===== src/rtl/sac_pkg.sv =====
// package of the serial converter control block: control byte layout,
// converter states, reset values and timing counts.
// assumes a 125 MHz system clock; all users write sac_pkg::name.
package sac_pkg;

  // system clock rate
  localparam int unsigned MCLK_HZ = 125_000_000;

  // power-on reset time in microseconds, rounded up to whole cycles
  localparam int unsigned POR_US     = 10;
  localparam int unsigned POR_CYCLES = (POR_US * MCLK_HZ + 999_999) / 1_000_000;
  localparam int          POR_W      = 11;

  // internal conversion clock rates, divider rounded down
  localparam int unsigned INT_FAST_HZ = 1_800_000;
  localparam int unsigned INT_SLOW_HZ = 225_000;
  localparam int unsigned DIV_FAST    = MCLK_HZ / INT_FAST_HZ;
  localparam int unsigned DIV_SLOW    = MCLK_HZ / INT_SLOW_HZ;
  localparam int          DIV_W       = 10;

  // result and control byte sizes
  localparam int          RES_W       = 12;
  localparam logic [3:0]  MSB_STEP    = 4'hB;
  localparam logic [3:0]  OVERLAP_STEP = 4'h5;
  localparam logic [3:0]  LAST_RX_CNT = 4'h7;
  localparam logic [3:0]  ACQ_RX_CNT  = 4'h5;

  // control byte field positions within the seven bits after the start bit
  localparam int          SEL_HI      = 6;
  localparam int          SEL_LO      = 4;
  localparam int          UNI_POS     = 3;
  localparam int          SGL_POS     = 2;
  localparam int          MODE_HI     = 1;

  // mode bit pair encodings
  localparam logic [1:0]  MODE_FULL_PD = 2'h0;
  localparam logic [1:0]  MODE_FAST_PD = 2'h1;
  localparam logic [1:0]  MODE_INT_CLK = 2'h2;
  localparam logic [1:0]  MODE_EXT_CLK = 2'h3;

  // converter states, gray along idle, strobe, external, internal
  typedef enum logic [1:0] {
    CNV_IDLE = 2'h0,
    CNV_STRB = 2'h1,
    CNV_EXT  = 2'h3,
    CNV_INT  = 2'h2
  } sac_cnv_type;

  // decoded control byte
  typedef struct packed {
    logic [2:0] channel_sel;
    logic       polarity_select;
    logic       input_config_select;
    logic [1:0] mode;
  } sac_ctrl_type;

  // whole state of the control block
  typedef struct packed {
    logic              sclk_q;
    logic              cs_n_q;
    logic [POR_W-1:0]  por_cnt;
    sac_cnv_type       cnv;
    logic [3:0]        rx_cnt;
    logic [6:0]        rx_sh;
    logic              pend;
    sac_ctrl_type      ctrl;
    logic              clk_ext;
    logic              cs_tog;
    logic [3:0]        step;
    logic [RES_W-1:0]  code;
    logic [RES_W-1:0]  trial;
    logic [RES_W-1:0]  out_sh;
    logic [DIV_W-1:0]  div_cnt;
    logic              pwr_on;
    logic              pd_after;
    logic              acquire;
    logic              powered;
    logic              fast_pd;
    logic              full_pd;
    logic              dout;
    logic              dout_oe_n;
    logic              strobe;
    logic              strobe_oe_n;
    logic              strb_ext;
  } sac_state_type;

  localparam logic [RES_W-1:0] RES_ZERO = 12'h000;
  localparam logic [RES_W-1:0] RES_ONE  = 12'h001;

endpackage : sac_pkg


===== src/rtl/sac_sync.sv =====
// two flip-flop synchroniser for a group of levels from outside the clock.
// assumes an active-low asynchronous reset already released in step.
`timescale 1ns/1ps
module sac_sync #(
  parameter int W = 5
) (
  // clock and reset
  input  wire logic         i_clk,
  input  wire logic         i_rst_n,
  // raw levels and synchronised copy
  input  wire logic [W-1:0] i_d,
  output logic      [W-1:0] o_q
);

  logic [W-1:0] meta_reg;

  // first stage feeds only the second
  always_ff @(posedge i_clk or negedge i_rst_n) begin
    if (!i_rst_n) begin
      meta_reg <= '0;
      o_q      <= '0;
    end else begin
      meta_reg <= i_d;
      o_q      <= meta_reg;
    end
  end

endmodule : sac_sync


===== src/rtl/sac_ctrl.sv =====
// control logic of an 8-channel 12-bit serial converter: framing,
// conversion sequencing, strobe, result shifting and power-down.
// assumes the serial pins and shutdown pin arrive asynchronously and the
// analog comparator answers the trial code within one system clock.
`timescale 1ns/1ps
module sac_ctrl (
  // clock and reset
  input  wire logic              i_mclk,
  input  wire logic              i_resetn,
  // serial port pins
  input  wire logic              i_cs_n,
  input  wire logic              i_sclk,
  input  wire logic              i_din,
  output logic                   o_dout,
  output logic                   o_dout_oe_n,
  output logic                   o_conversion_strobe,
  output logic                   o_conversion_strobe_oe_n,
  // shutdown pin, low forces power-down; float flag marks it undriven
  input  wire logic              i_hard_shutdown_pin,
  input  wire logic              i_hard_shutdown_pin_float,
  // analog side
  input  wire logic              i_cmp_high,
  output logic [2:0]             o_channel_sel,
  output logic                   o_polarity_select,
  output logic                   o_input_config_select,
  output logic [11:0]            o_sar_trial,
  output logic                   o_acquire,
  // power status
  output logic                   o_powered,
  output logic                   o_fast_power_down,
  output logic                   o_full_power_down
);

  // reset release and synchronised pins
  logic [1:0]             rst_ff;
  logic                   rst_n;
  logic [4:0]             pin_q;
  logic                   sclk;
  logic                   cs_n;
  logic                   din;
  logic                   hard_shutdown_pin_n;
  logic                   hard_shutdown_pin_float;

  sac_pkg::sac_state_type st_reg;
  sac_pkg::sac_state_type st_next;

  // result coding: bipolar inverts the msb of the offset code
  function automatic logic [11:0] out_code(input logic [11:0] c,
                                           input logic        uni);
    out_code = {c[11] ^ ~uni, c[10:0]};
  endfunction : out_code

  // reset released through two flip-flops
  always_ff @(posedge i_mclk or negedge i_resetn) begin
    if (!i_resetn) begin
      rst_ff <= 2'h0;
    end else begin
      rst_ff <= {rst_ff[0], 1'b1};
    end
  end
  assign rst_n = rst_ff[1];

  sac_sync #(.W(5)) u_sync (
    .i_clk  (i_mclk),
    .i_rst_n(rst_n),
    .i_d    ({i_sclk, ~i_cs_n, i_din, ~i_hard_shutdown_pin,
              i_hard_shutdown_pin_float}),
    .o_q    (pin_q)
  );
  // select and shutdown pass inverted so cleared flops read as idle pins
  assign {sclk, cs_n, din, hard_shutdown_pin_n, hard_shutdown_pin_float} =
    {pin_q[4], ~pin_q[3], pin_q[2], ~pin_q[1], pin_q[0]};

  // internal clock divider reload values
  localparam logic [sac_pkg::DIV_W-1:0] DIV_W_FAST =
    sac_pkg::DIV_W'(sac_pkg::DIV_FAST - 1);
  localparam logic [sac_pkg::DIV_W-1:0] DIV_W_SLOW =
    sac_pkg::DIV_W'(sac_pkg::DIV_SLOW - 1);

  // next state of the whole block
  always_comb begin
    logic                 rise;
    logic                 fall;
    logic                 cs_fall;
    logic                 cs_rise;
    logic                 busy;
    logic                 hunt_ok;
    logic                 ext;
    logic [11:0]          c;
    sac_pkg::sac_ctrl_type cb;
    rise    = 1'b0;
    fall    = 1'b0;
    cs_fall = 1'b0;
    cs_rise = 1'b0;
    busy    = 1'b0;
    hunt_ok = 1'b0;
    ext     = 1'b0;
    c       = sac_pkg::RES_ZERO;
    cb      = '0;
    st_next = st_reg;

    // edge finding on the sampled serial clock and select
    rise    = sclk & ~st_reg.sclk_q;
    fall    = ~sclk & st_reg.sclk_q;
    cs_fall = ~cs_n & st_reg.cs_n_q;
    cs_rise = cs_n & ~st_reg.cs_n_q;
    st_next.sclk_q = sclk;
    st_next.cs_n_q = cs_n;

    // power-on reset time blocks start bits
    if (st_reg.por_cnt != '0) begin
      st_next.por_cnt = st_reg.por_cnt - 1'b1;
    end

    busy    = (st_reg.cnv != sac_pkg::CNV_IDLE);
    hunt_ok = (st_reg.por_cnt == '0) &&
              (!busy || st_reg.cs_tog ||
               (st_reg.cnv == sac_pkg::CNV_EXT &&
                st_reg.step < sac_pkg::OVERLAP_STEP));

    // select falling: drive pins, restart framing, start nothing
    if (cs_fall) begin
      st_next.dout_oe_n   = 1'b0;
      st_next.strobe_oe_n = 1'b0;
      st_next.rx_cnt      = 4'h0;
      st_next.pend        = 1'b0;
      if (st_reg.strb_ext) begin
        st_next.strobe = 1'b0;
      end
      if (busy) begin
        st_next.cs_tog = 1'b1;
      end
    end

    // select rising: float data; external strobe floats, external-clock conversion ends
    if (cs_rise) begin
      st_next.dout_oe_n   = 1'b1;
      st_next.strobe_oe_n = st_reg.strb_ext;
      st_next.rx_cnt      = 4'h0;
      st_next.pend        = 1'b0;
      if (st_reg.cnv == sac_pkg::CNV_STRB ||
          st_reg.cnv == sac_pkg::CNV_EXT) begin
        st_next.cnv = sac_pkg::CNV_IDLE;
      end
    end

    // receiver: hunt the start bit, then collect seven more bits
    if (rise && !cs_n) begin
      if (st_reg.rx_cnt == 4'h0) begin
        if (din && hunt_ok) begin
          st_next.rx_cnt = 4'h1;
        end
      end else begin
        st_next.rx_sh  = {st_reg.rx_sh[5:0], din};
        st_next.rx_cnt = st_reg.rx_cnt + 4'h1;
        if (st_reg.rx_cnt == sac_pkg::LAST_RX_CNT) begin
          st_next.pend   = 1'b1;
          st_next.rx_cnt = 4'h0;
        end
      end
    end

    // falling serial clock: start, external steps or result readout
    if (fall && !cs_n) begin
      if (st_reg.pend) begin
        cb.channel_sel         = st_reg.rx_sh[sac_pkg::SEL_HI:sac_pkg::SEL_LO];
        cb.polarity_select     = st_reg.rx_sh[sac_pkg::UNI_POS];
        cb.input_config_select = st_reg.rx_sh[sac_pkg::SGL_POS];
        cb.mode                = st_reg.rx_sh[sac_pkg::MODE_HI:0];
        // power-down bytes convert once in the previous clock mode
        ext = cb.mode[1] ? (cb.mode == sac_pkg::MODE_EXT_CLK)
                         : st_reg.clk_ext;
        st_next.pend     = 1'b0;
        st_next.ctrl     = cb;
        st_next.clk_ext  = ext;
        st_next.pwr_on   = 1'b1;
        st_next.pd_after = ~cb.mode[1];
        st_next.cs_tog   = 1'b0;
        st_next.code     = sac_pkg::RES_ZERO;
        st_next.step     = sac_pkg::MSB_STEP;
        st_next.strb_ext = ext;
        st_next.dout     = 1'b0;
        if (ext) begin
          st_next.cnv    = sac_pkg::CNV_STRB;
          st_next.strobe = 1'b1;
        end else begin
          st_next.cnv     = sac_pkg::CNV_INT;
          st_next.strobe  = 1'b0;
          st_next.div_cnt = hard_shutdown_pin_float ? DIV_W_FAST : DIV_W_SLOW;
        end
      end else if (st_reg.cnv == sac_pkg::CNV_STRB ||
                   st_reg.cnv == sac_pkg::CNV_EXT) begin
        // one bit decided and driven per falling edge
        c = st_reg.code;
        c[st_reg.step] = i_cmp_high;
        st_next.code   = c;
        st_next.strobe = 1'b0;
        st_next.cnv    = sac_pkg::CNV_EXT;
        st_next.dout   = (st_reg.step == sac_pkg::MSB_STEP)
                         ? i_cmp_high ^ ~st_reg.ctrl.polarity_select
                         : i_cmp_high;
        if (st_reg.step == 4'h0) begin
          st_next.cnv    = sac_pkg::CNV_IDLE;
          st_next.pwr_on = ~st_reg.pd_after;
          st_next.out_sh = sac_pkg::RES_ZERO;
        end else begin
          st_next.step = st_reg.step - 4'h1;
        end
      end else begin
        // stored result, zeros once used or before any conversion
        st_next.dout   = st_reg.out_sh[11];
        st_next.out_sh = {st_reg.out_sh[10:0], 1'b0};
      end
    end

    // internal clock steps run on the divided system clock
    if (st_reg.cnv == sac_pkg::CNV_INT) begin
      if (st_reg.div_cnt == '0) begin
        st_next.div_cnt = hard_shutdown_pin_float ? DIV_W_FAST : DIV_W_SLOW;
        c = st_reg.code;
        c[st_reg.step] = i_cmp_high;
        st_next.code = c;
        if (st_reg.step == 4'h0) begin
          st_next.cnv    = sac_pkg::CNV_IDLE;
          st_next.strobe = 1'b1;
          st_next.out_sh = out_code(c, st_reg.ctrl.polarity_select);
          st_next.pwr_on = ~st_reg.pd_after;
        end else begin
          st_next.step = st_reg.step - 4'h1;
        end
      end else begin
        st_next.div_cnt = st_reg.div_cnt - 1'b1;
      end
    end

    // shutdown pin low: stop at once and hunt again
    if (!hard_shutdown_pin_n) begin
      st_next.cnv    = sac_pkg::CNV_IDLE;
      st_next.rx_cnt = 4'h0;
      st_next.pend   = 1'b0;
      st_next.cs_tog = 1'b0;
      st_next.pwr_on = 1'b0;
    end

    // registered views for the outputs
    st_next.trial = (st_next.cnv != sac_pkg::CNV_IDLE)
                    ? st_next.code | (sac_pkg::RES_ONE << st_next.step)
                    : sac_pkg::RES_ZERO;
    st_next.acquire = (st_next.rx_cnt >= sac_pkg::ACQ_RX_CNT) ||
                      st_next.pend;
    st_next.powered = st_next.pwr_on & hard_shutdown_pin_n;
    st_next.fast_pd = ~st_next.powered & hard_shutdown_pin_n &
                      (st_next.ctrl.mode == sac_pkg::MODE_FAST_PD);
    st_next.full_pd = ~st_next.powered & ~st_next.fast_pd;
  end

  // state register, reset into internal mode with strobe high
  always_ff @(posedge i_mclk or negedge rst_n) begin
    if (!rst_n) begin
      st_reg             <= '0;
      st_reg.cs_n_q      <= 1'b1;
      st_reg.por_cnt     <= sac_pkg::POR_W'(sac_pkg::POR_CYCLES);
      st_reg.cnv         <= sac_pkg::CNV_IDLE;
      st_reg.ctrl.mode   <= sac_pkg::MODE_INT_CLK;
      st_reg.pwr_on      <= 1'b1;
      st_reg.powered     <= 1'b1;
      st_reg.dout_oe_n   <= 1'b1;
      st_reg.strobe      <= 1'b1;
      st_reg.strobe_oe_n <= 1'b0;
    end else begin
      st_reg <= st_next;
    end
  end

  // outputs straight from the state register
  assign o_dout                   = st_reg.dout;
  assign o_dout_oe_n              = st_reg.dout_oe_n;
  assign o_conversion_strobe      = st_reg.strobe;
  assign o_conversion_strobe_oe_n = st_reg.strobe_oe_n;
  assign o_channel_sel            = st_reg.ctrl.channel_sel;
  assign o_polarity_select        = st_reg.ctrl.polarity_select;
  assign o_input_config_select    = st_reg.ctrl.input_config_select;
  assign o_sar_trial              = st_reg.trial;
  assign o_acquire                = st_reg.acquire;
  assign o_powered                = st_reg.powered;
  assign o_fast_power_down        = st_reg.fast_pd;
  assign o_full_power_down        = st_reg.full_pd;

endmodule : sac_ctrl


===== config.mk =====
export PLATFORM = sky130hd
export DESIGN_NAME = sac_ctrl
export DESIGN_NICKNAME = d
export VERILOG_FILES = /design/src/rtl/sac_pkg.sv /design/src/rtl/sac_sync.sv /design/src/rtl/sac_ctrl.sv
export SDC_FILE = /design/constraint.sdc
export NUM_CORES = 1
export LEC_CHECK = 0
export ABC_AREA = 1
export BUFFER_PORTS_ARGS = -buffer_cell sky130_fd_sc_hd__buf_2
export CORE_MARGIN = 2
export CORE_UTILIZATION = 52
export DETAILED_ROUTE_END_ITERATION = 6
export PLACE_DENSITY_LB_ADDON = 0.15
export SLEW_MARGIN = 25
export SYNTH_ARGS = -nofsm -noshare
export SYNTH_HDL_FRONTEND = slang
export SYNTH_SLANG_ARGS = --single-unit
export TNS_END_PERCENT = 5

===== constraint.sdc =====
create_clock -name i_mclk -period 3.15 [get_ports i_mclk]
set_clock_uncertainty 0.2 [all_clocks]
set_input_delay 0 -clock i_mclk [delete_from_list [all_inputs] [get_ports i_mclk]]
set_output_delay 0 -clock i_mclk [all_outputs]
set_load 0.005 [all_outputs]

# After elaboration in Yosys (flattened, before gate mapping)
# Index checks and enable logic that the tools add are counted.
# word_totals
reg_bits	108
in_bits	8
output_inout_bits	25
wordCells	165
# op_classes
add_sub_neg	4
order_cmp	4
eq_ne	8
shift	1
n_mux	69
bitwise_logic	24
n_reduce_logical	24
# op_table
cell	n
2-to-1 mux 12 bit	7
2-to-1 mux 16 bit	4
2-to-1 mux 10 bit	5
2-to-1 mux 1 bit	29
2-to-1 mux 26 bit	1
2-to-1 mux 24 bit	1
2-to-1 mux 4 bit	6
2-to-1 mux 23 bit	1
2-to-1 mux 2 bit	9
NOT 1 bit	13
bitwise mux 12 bit	1
2-to-1 mux 6 bit	2
OR 12 bit	1
<< shifter 1 x 4 -> 12 bit, first input constant	1
logical NOT 11 bit	1
nonzero test 11 bit	1
subtractor 11 x 1 -> 11 bit, second input constant	1
logical NOT 10 bit	1
nonzero test 2 bit	5
subtractor 10 x 1 -> 10 bit, second input constant	1
AND 1 bit	8
logical NOT 4 bit	2
2-to-1 mux 8 bit	1
equality test 2 bit, second input constant	3
other kinds (18)	29

# Logic depth before layout (Yosys ltp)
# Gate-level depths: netlist (run 1).
# logic_depth
ltp_word	17
mapped_depth	14
depth_no_buf	14

# By module
# Synthesis (run 1) repeated with hierarchy kept, for this count alone.
# unflattened
cells_unflattened	648
area_unflattened_um2	5475.3
# modules_own_cells
mod	n_inst	cells_each	area_per_inst_um2	seq_area_each_um2
sac_ctrl	1	638	5225.0	2439.8
sac_sync	1	10	250.2	250.2

# Worst setup path after synthesis (run 1)
# No wires, ideal clock.
# synth_path
path_kind	register to register
start	reg st_reg[11] (netlist bit)
end	reg st_reg (netlist bit o_sar_trial[5])
setup_time_ns	0.118
t_arrival_ns	1.730
required_ns	2.832
path_slack_ns	1.102
stages_incl_launch_ff	15
path_buffers	1
period_less_slack_ns	2.048
cell_sequence	dfrtp_1 inv_1 ha_1 inv_1 nor2_2 nand2_2 nor2_4 nand2_4 inv_6 nand3_4 nand2_1 nor3_2 nor2_2 buf_6 nor2_2
# synth_lines
item	line_no	text
start, declared	sac_ctrl.sv:44	sac_pkg::sac_state_type st_reg;
start signal, assigned	sac_ctrl.sv:271	st_reg <= st_next;

==> results of run 1 <==
[routing by layer]
layer,vias up,global-route usage
met3,15,0.0532
met5,-,0
met2,72,0.341
met4,0,0.0733
met1,1920,0.277
li1,2060,-
[worst paths after layout]
kind                       slack [ns]                            to                         start
hold / removal                   0.05  u_sync.meta_reg[0]$_DFF_PN0_     i_hard_shutdown_pin_float
hold reg to reg                  0.16       u_sync.o_q[3]$_DFF_PN0_  u_sync.meta_reg[3]$_DFF_PN0_
setup / recovery                 0.76      o_sar_trial[8]$_DFF_PN0_          st_reg[57]$_DFF_PN0_
min in group asynchronous        0.17      o_sar_trial[0]$_DFF_PN0_           rst_ff[1]$_DFF_PN0_
setup reg to reg                 0.76      o_sar_trial[8]$_DFF_PN0_          st_reg[57]$_DFF_PN0_
max in group asynchronous        1.86        st_reg[89]$_DFFE_PN1P_           rst_ff[1]$_DFF_PN0_
[synthesized netlist by cell type, drive strengths merged]
cell type    n
a211oi       2
a21oi       32
a22o         1
a22oi        6
a31oi        6
buf         18
clkbuf       4
clkinv       1
conb         1
dfrtp       97
dfstp       10
ha          12
inv        107
nand2      134
nand3       36
nand4        1
nor2        66
nor3         8
nor4         3
o211ai       1
o21a         7
o21ai       55
o22ai        7
or2          3
xnor2        2
xor2        12
[cell families after synthesis]
logic type	Yosys count
buffers and inverters	130
xor gates and xnor gates	14
adders and majority gates	12
DFF	107
and+or+nand+nor	251
other	1
AOI/OAI and AO/OA	117
[power by group through the flow]
| stage | registers [mW] | logic, mW | clock network, mW |
|---|---|---|---|
| floorplan | 1.73 | 0.811 | 0 |
| finish | 1.75 | 1.05 | 0.917 |
| detailed placement | 1.77 | 1.04 | 0 |
| global placement | 1.77 | 1.03 | 0 |
| CTS | 1.75 | 1.06 | 0.952 |
| global route | 1.78 | 1.18 | 1.00 |
[worst register-to-register path, cell delays in order, from the launching register on]
cell	delay, ns
dfrtp_1	0.41
inv_1	0.14
ha_1	0.33
a21oi_2	0.24
nand3_2	0.19
nand2_1	0.13
nand2_1	0.06
nand2_1	0.13
inv_1	0.09
nor2_2	0.15
nand3_1	0.12
a21oi_2	0.14
[area by class of cell]
class / instances / area (um2) / share of cell area
clock buffers: 11 / 131 / 0.0223
clock inverters: 5 / 85.1 / 0.0144
inverters: 108 / 422 / 0.0714
multi-input cells: 395 / 2100 / 0.356
flip-flops and latches: 107 / 2690 / 0.456
well taps: 136 / 170 / 0.0288
repair buffers: 46 / 298 / 0.0504
[stage by stage]
stage | instance area, um2 | setup WS (ns) | power (mW)
2_1_floorplan | 5370 | 1.10 | 2.55
3_3_place_gp | 5610 | 0.849 | 2.80
3_5_place_dp | 5610 | 0.798 | 2.81
4_1_cts | 5900 | 0.776 | 3.75
5_1_grt | 5900 | 0.512 | 3.96
6_report | 5900 | 0.758 | 3.72
==> results.yml, run 1 <==
logic_synthesis:
  ys.warnings.count: 0
  syn_avg_cell_area_um2: 8.49
  synth_nets: 652
  synth_top_family_by_area: "simple AND/OR/NAND/NOR gates"
  synth_xor_area_frac: 0.0228
  synth.area.mux_share: 0
  synthAdderAreaFrac: 0.0280
  synth_area_leaders: "dfrtp_1 (45%), nand2_1 (8.7%), inv_1 (7.1%)"
  synth_compound_area_frac: 0.128
  yosys.area_share.simple: 0.213
  yosysTopAreaCellShare: 0.452
  synth_area_um2: 5370
  seq_area_frac_synth: 0.501
  synth_cell_type_count: 44
  synthCells: 632
  ys_ff_latch: 107
  yosysTopAreaCell: "dfrtp_1"
cells_and_area:
  mostFrequentLayoutCell: "nand2_1"
  final_util: 0.580
  drive_above_1_share: 0.159
  area_delta_synth_final_pct: 10.0
  largest_reg_flops: 70
  layout_common_cells: "nand2_1 (125), inv_1 (102), dfrtp_1 (96)"
  fin_nets: 687
  n_antenna_cell: 0
  fill_cells: 937
  finalNonFillerCells: 808
routing:
  m1WireLength_um: 4950
  wl_met2_um: 5210
  vias: 4067
  first_iter_violations: 196
  ant_nets: 0
  top_layer_used: "met4"
  firstDrtPassIters: 4
  wl_met3_um: 452
  wire_per_inst_um: 13.4
  drc: 0
  wirelength_um: 10800
  viasPerCell: 5.03
floorplanning:
  die-height_um: 106
  dieArea_um2: 11200
  initial_utilization: 0.527
  io_pins: 33
  rows: 37
  coreArea_um2: 10200
  die_w_um: 106
worst_setup_path:
  crit_path_top_delay_cell: "dfrtp_1"
  end_kind: "flip-flop"
  cp.arrival_ns: 2.51
  cp_slowest_stage_delay_ns: 0.41
  cp_common_cell: "nand2_1"
  critPathRequiredTime_ns: 3.26
  worstSetupPathDepth: 11
  reg2regPathDepth: 11
  critical_path.max_fanout: 6
  cp_num_buf_inv: 2
  crit_family: "simple AND/OR/NAND/NOR gates"
  crit_chain: "inv_1 > ha_1 > a21oi_2 > nand3_2 > nand2_1 > nand2_1 > nand2_1 > inv_1 > nor2_2 > nand3_1 > a21oi_2"
  crit_type: "reg2reg"
  startpoint_type: "flip-flop"
clocking:
  cts_resized: 0
  clock_sinks: 107
  clock_path_buffers: 2
  cts_setup_buffers: 0
  htreeDepth: 3
  cts_root_buf: "clkbuf_8"
  cts_tree: "built"
  clock_latency_ns: 0.39
  numCtsBuffers: 9
  clkTransAtPathRegs_ns: 0.10
  cts-hold-fix-buffers: 8
power_and_ir_drop:
  vdd_drop_max_uv: 381
  pwr-share-seq: 0.470
  combPwrFrac: 0.284
  power_leakage_nw: 3.09
  swShare: 0.353
  power.share.clock: 0.247
  intPower_mw: 2.40
  p_switching_mw: 1.31
  power_density_nw_per_um2: 630
timing:
  timing.hold.ws_ns: 0.0490
  max_slew_margin: 0.567
  fin_crit_sh: 0.759
  min_period_ns: 2.39
  rsz0062_at_grt: "no"
  slew_viol_final: 0
  worstMarginPinSlew_ns: 0.649
  setup_viol: 0
  timing.setup.tns_ns: 0
  hold_viol: 0
  fmax_mhz: 418
global_routing:
  grt_pass1_vias: 3963
  grt_max_degree: 51
  overflow: 0
  antenna_found_initial: 0
  grt_pass1_wl_um: 18600
  grt_usage: 0.211
place:
  io_buffer_count: 32
  place.gp.congestion: 0.917
  dp_hpwl_um: 7940
  placed_cells: 784
flow_run:
  max_cap_violations: 0
hold_path:
  hold_class: "in2reg"
  whs_path_depth: 2
outcome:
  status: "finished clean"
Power figures use the tool's default switching activity.
==> run 2: changes to the inputs <==
Clock period 3.15 ns to 2 ns, I/O delays scaled along.
==> run 2 against run 1 <==
Net effect:
- the run now ends with negative setup slack left
- power up 75%
- global-route usage up 1.6 points
- flip-flop and latch count unchanged
- sequential share of layout area down 5.3 points
- count of clock-buffer cells in the layout unchanged
- worst setup slack worse by 0.87 ns
- sequential power up 55%
- fmax up 13%
- via count up 9.2%
- non-clock buffer count up 74
- die area unchanged
==> results.yml, run 2 (synthesized netlist as in run 1, its figures left out) <==
floorplanning:
  die-height_um: 106
  die_w_um: 106
  io_pins: 33
  dieArea_um2: 11200
  rows: 37
  coreArea_um2: 10200
  initial_utilization: 0.527
routing:
  first_iter_violations: 213
  ant_nets: 0
  wirelength_um: 11800
  viasPerCell: 5.03
  vias: 4440
  drc: 0
  firstDrtPassIters: 4
  wire_per_inst_um: 13.4
place:
  dp_hpwl_um: 8340
  place.gp.congestion: 0.916
  placedInstanceArea_um2: 6070
  io_buffer_count: 32
  placed_cells: 840
global_routing:
  grt_pass1_wl_um: 20100
  overflow: 0
  antenna_found_initial: 0
  grt_usage: 0.226
  grt_max_degree: 106
  grt_pass1_vias: 4407
clocking:
  clkTransAtPathRegs_ns: 0.11
  cts_root_buf: "clkbuf_8"
  clock_path_buffers: 2
  clock_latency_ns: 0.37
  clock_sinks: 107
  cts_tree: "built"
  htreeDepth: 3
  numCtsBuffers: 9
cells_and_area:
  drive_above_1_share: 0.294
  area_delta_synth_final_pct: 24.4
  layout_common_cells: "nand2_1 (120), dfrtp_1 (96), inv_1 (93)"
  fin_nets: 761
  mostFrequentLayoutCell: "nand2_1"
  largest_reg_flops: 70
  final_cell_area_um2: 6680
  n_antenna_cell: 0
  finalNonFillerCells: 882
power_and_ir_drop:
  p_switching_mw: 2.36
  swShare: 0.363
  combPwrFrac: 0.382
  power_density_nw_per_um2: 973
  pwr-share-seq: 0.419
  power.share.clock: 0.200
  intPower_mw: 4.13
  power.total_mw: 6.49
  vdd_drop_max_uv: 484
  power_leakage_nw: 3.48
flow_run:
  max_cap_violations: 0
outcome:
  violations: "negative setup slack"
  status: "finished, violations left"
worst_setup_path:
  cp_num_buf_inv: 5
  critical_path.max_fanout: 6
  cp.arrival_ns: 2.19
  crit_type: "reg2reg"
  cp_common_cell: "nor2_4"
  end_kind: "flip-flop"
  crit_chain: "inv_2 > ha_4 > inv_2 > nor2_4 > nand2_2 > nor2_4 > buf_6 > nand2_4 > inv_6 > nand3_4 > nand2_4 > nor3_4 > nor2_4 > clkbuf_16 > a21oi_2"
  critPathRequiredTime_ns: 2.08
  crit_path_top_delay_cell: "dfrtp_1"
  crit_family: "simple AND/OR/NAND/NOR gates"
  startpoint_type: "flip-flop"
  cp_slowest_stage_delay_ns: 0.38
timing:
  hold_viol: 0
  rsz0062_at_grt: "yes"
  setup_viol: 20
  worstMarginPinSlew_ns: 0.587
  slew_viol_final: 0
  fmax_mhz: 473
  min_period_ns: 2.11
  setup_ws_ns: -0.113
  max_slew_margin: 0.609
  fin_crit_sh: 1.06
  timing.hold.ws_ns: 0.0636
hold_path:
  hold_class: "in2reg"
run 2: cell count changes in the layout (fill, tap and decap cells not counted), sizes merged:
cell | before | now
clkbuf | 11 | 12
bufinv | 2 | 0
clkinv | 1 | 2
buf | 38 | 111
inv | 109 | 110
run 2: metrics by stage:
step | util | TNS [ns] | setup WS (ns)
3_5_place_dp | 0.596 | -1.53 | -0.151
5_1_grt | 0.655 | -4.72 | -0.229
3_3_place_gp | 0.596 | -0.712 | -0.0783
6_report | 0.655 | -1.36 | -0.113
4_1_cts | 0.643 | -1.87 | -0.128
2_1_floorplan | - | -0.425 | -0.0485
run 2: layout make-up:
| cell class | instances | area, um2 |
|---|---|---|
| clock inverters | 5 | 42.5 |
| multi-input cells | 395 | 2270 |
| clock buffers | 11 | 151 |
| fillers | 889 | 3510 |
| flip-flops and latches | 107 | 2690 |
| well taps | 136 | 170 |
| repair buffers | 120 | 927 |
| inverters | 108 | 424 |
run 2: power groups by stage:
stage	logic (mW)	registers [mW]	clock network [mW]
floorplan	1.28	2.73	0
global placement	2.08	2.74	0
detailed placement	2.11	2.75	0
CTS	2.30	2.71	1.33
global route	2.76	2.76	1.42
finish	2.48	2.72	1.30
run 2: per-layer routing:
| metal | part of all wire | track usage | vias up |
|---|---|---|---|
| li1 | - | - | 2209 |
| met1 | 0.45 | 0.295 | 2133 |
| met2 | 0.50 | 0.389 | 77 |
| met3 | 0.029 | 0.0284 | 21 |
| met4 | 0.017 | 0.0808 | 0 |
| met5 | 0 | 0 | - |
run 2: worst paths after layout:
path | from | endpoint | slack, ns | cells after the start
min in group asynchronous | rst_ff[1]$_DFF_PN0_ | o_sar_trial[7]$_DFF_PN0_ | 0.14 | 1
worst max-delay path | st_reg[12]$_DFFE_PN0P_ | o_sar_trial[8]$_DFF_PN0_ | -0.11 | 15
worst max register to register | st_reg[12]$_DFFE_PN0P_ | o_sar_trial[8]$_DFF_PN0_ | -0.11 | 15
max in group asynchronous | rst_ff[1]$_DFF_PN0_ | st_reg[9]$_DFFE_PN0P_ | 0.96 | 1
worst min register to register | rst_ff[1]$_DFF_PN0_ | o_sar_trial[7]$_DFF_PN0_ | 0.14 | 1
worst min-delay path | i_sclk | u_sync.meta_reg[4]$_DFF_PN0_ | 0.06 | 2
run 2: repair_timing:
| action | in CTS | in global routing |
|---|---|---|
| resized for setup | 31 | 48 |
| cloned | 1 | 0 |
| hold endpoints to repair | 10 | 0 |
| hold buffers | 8 | 0 |
| pin swaps | 9 | 8 |
| buffers inserted | 13 | 4 |
| endpoints found under the setup margin | 17 | 51 |
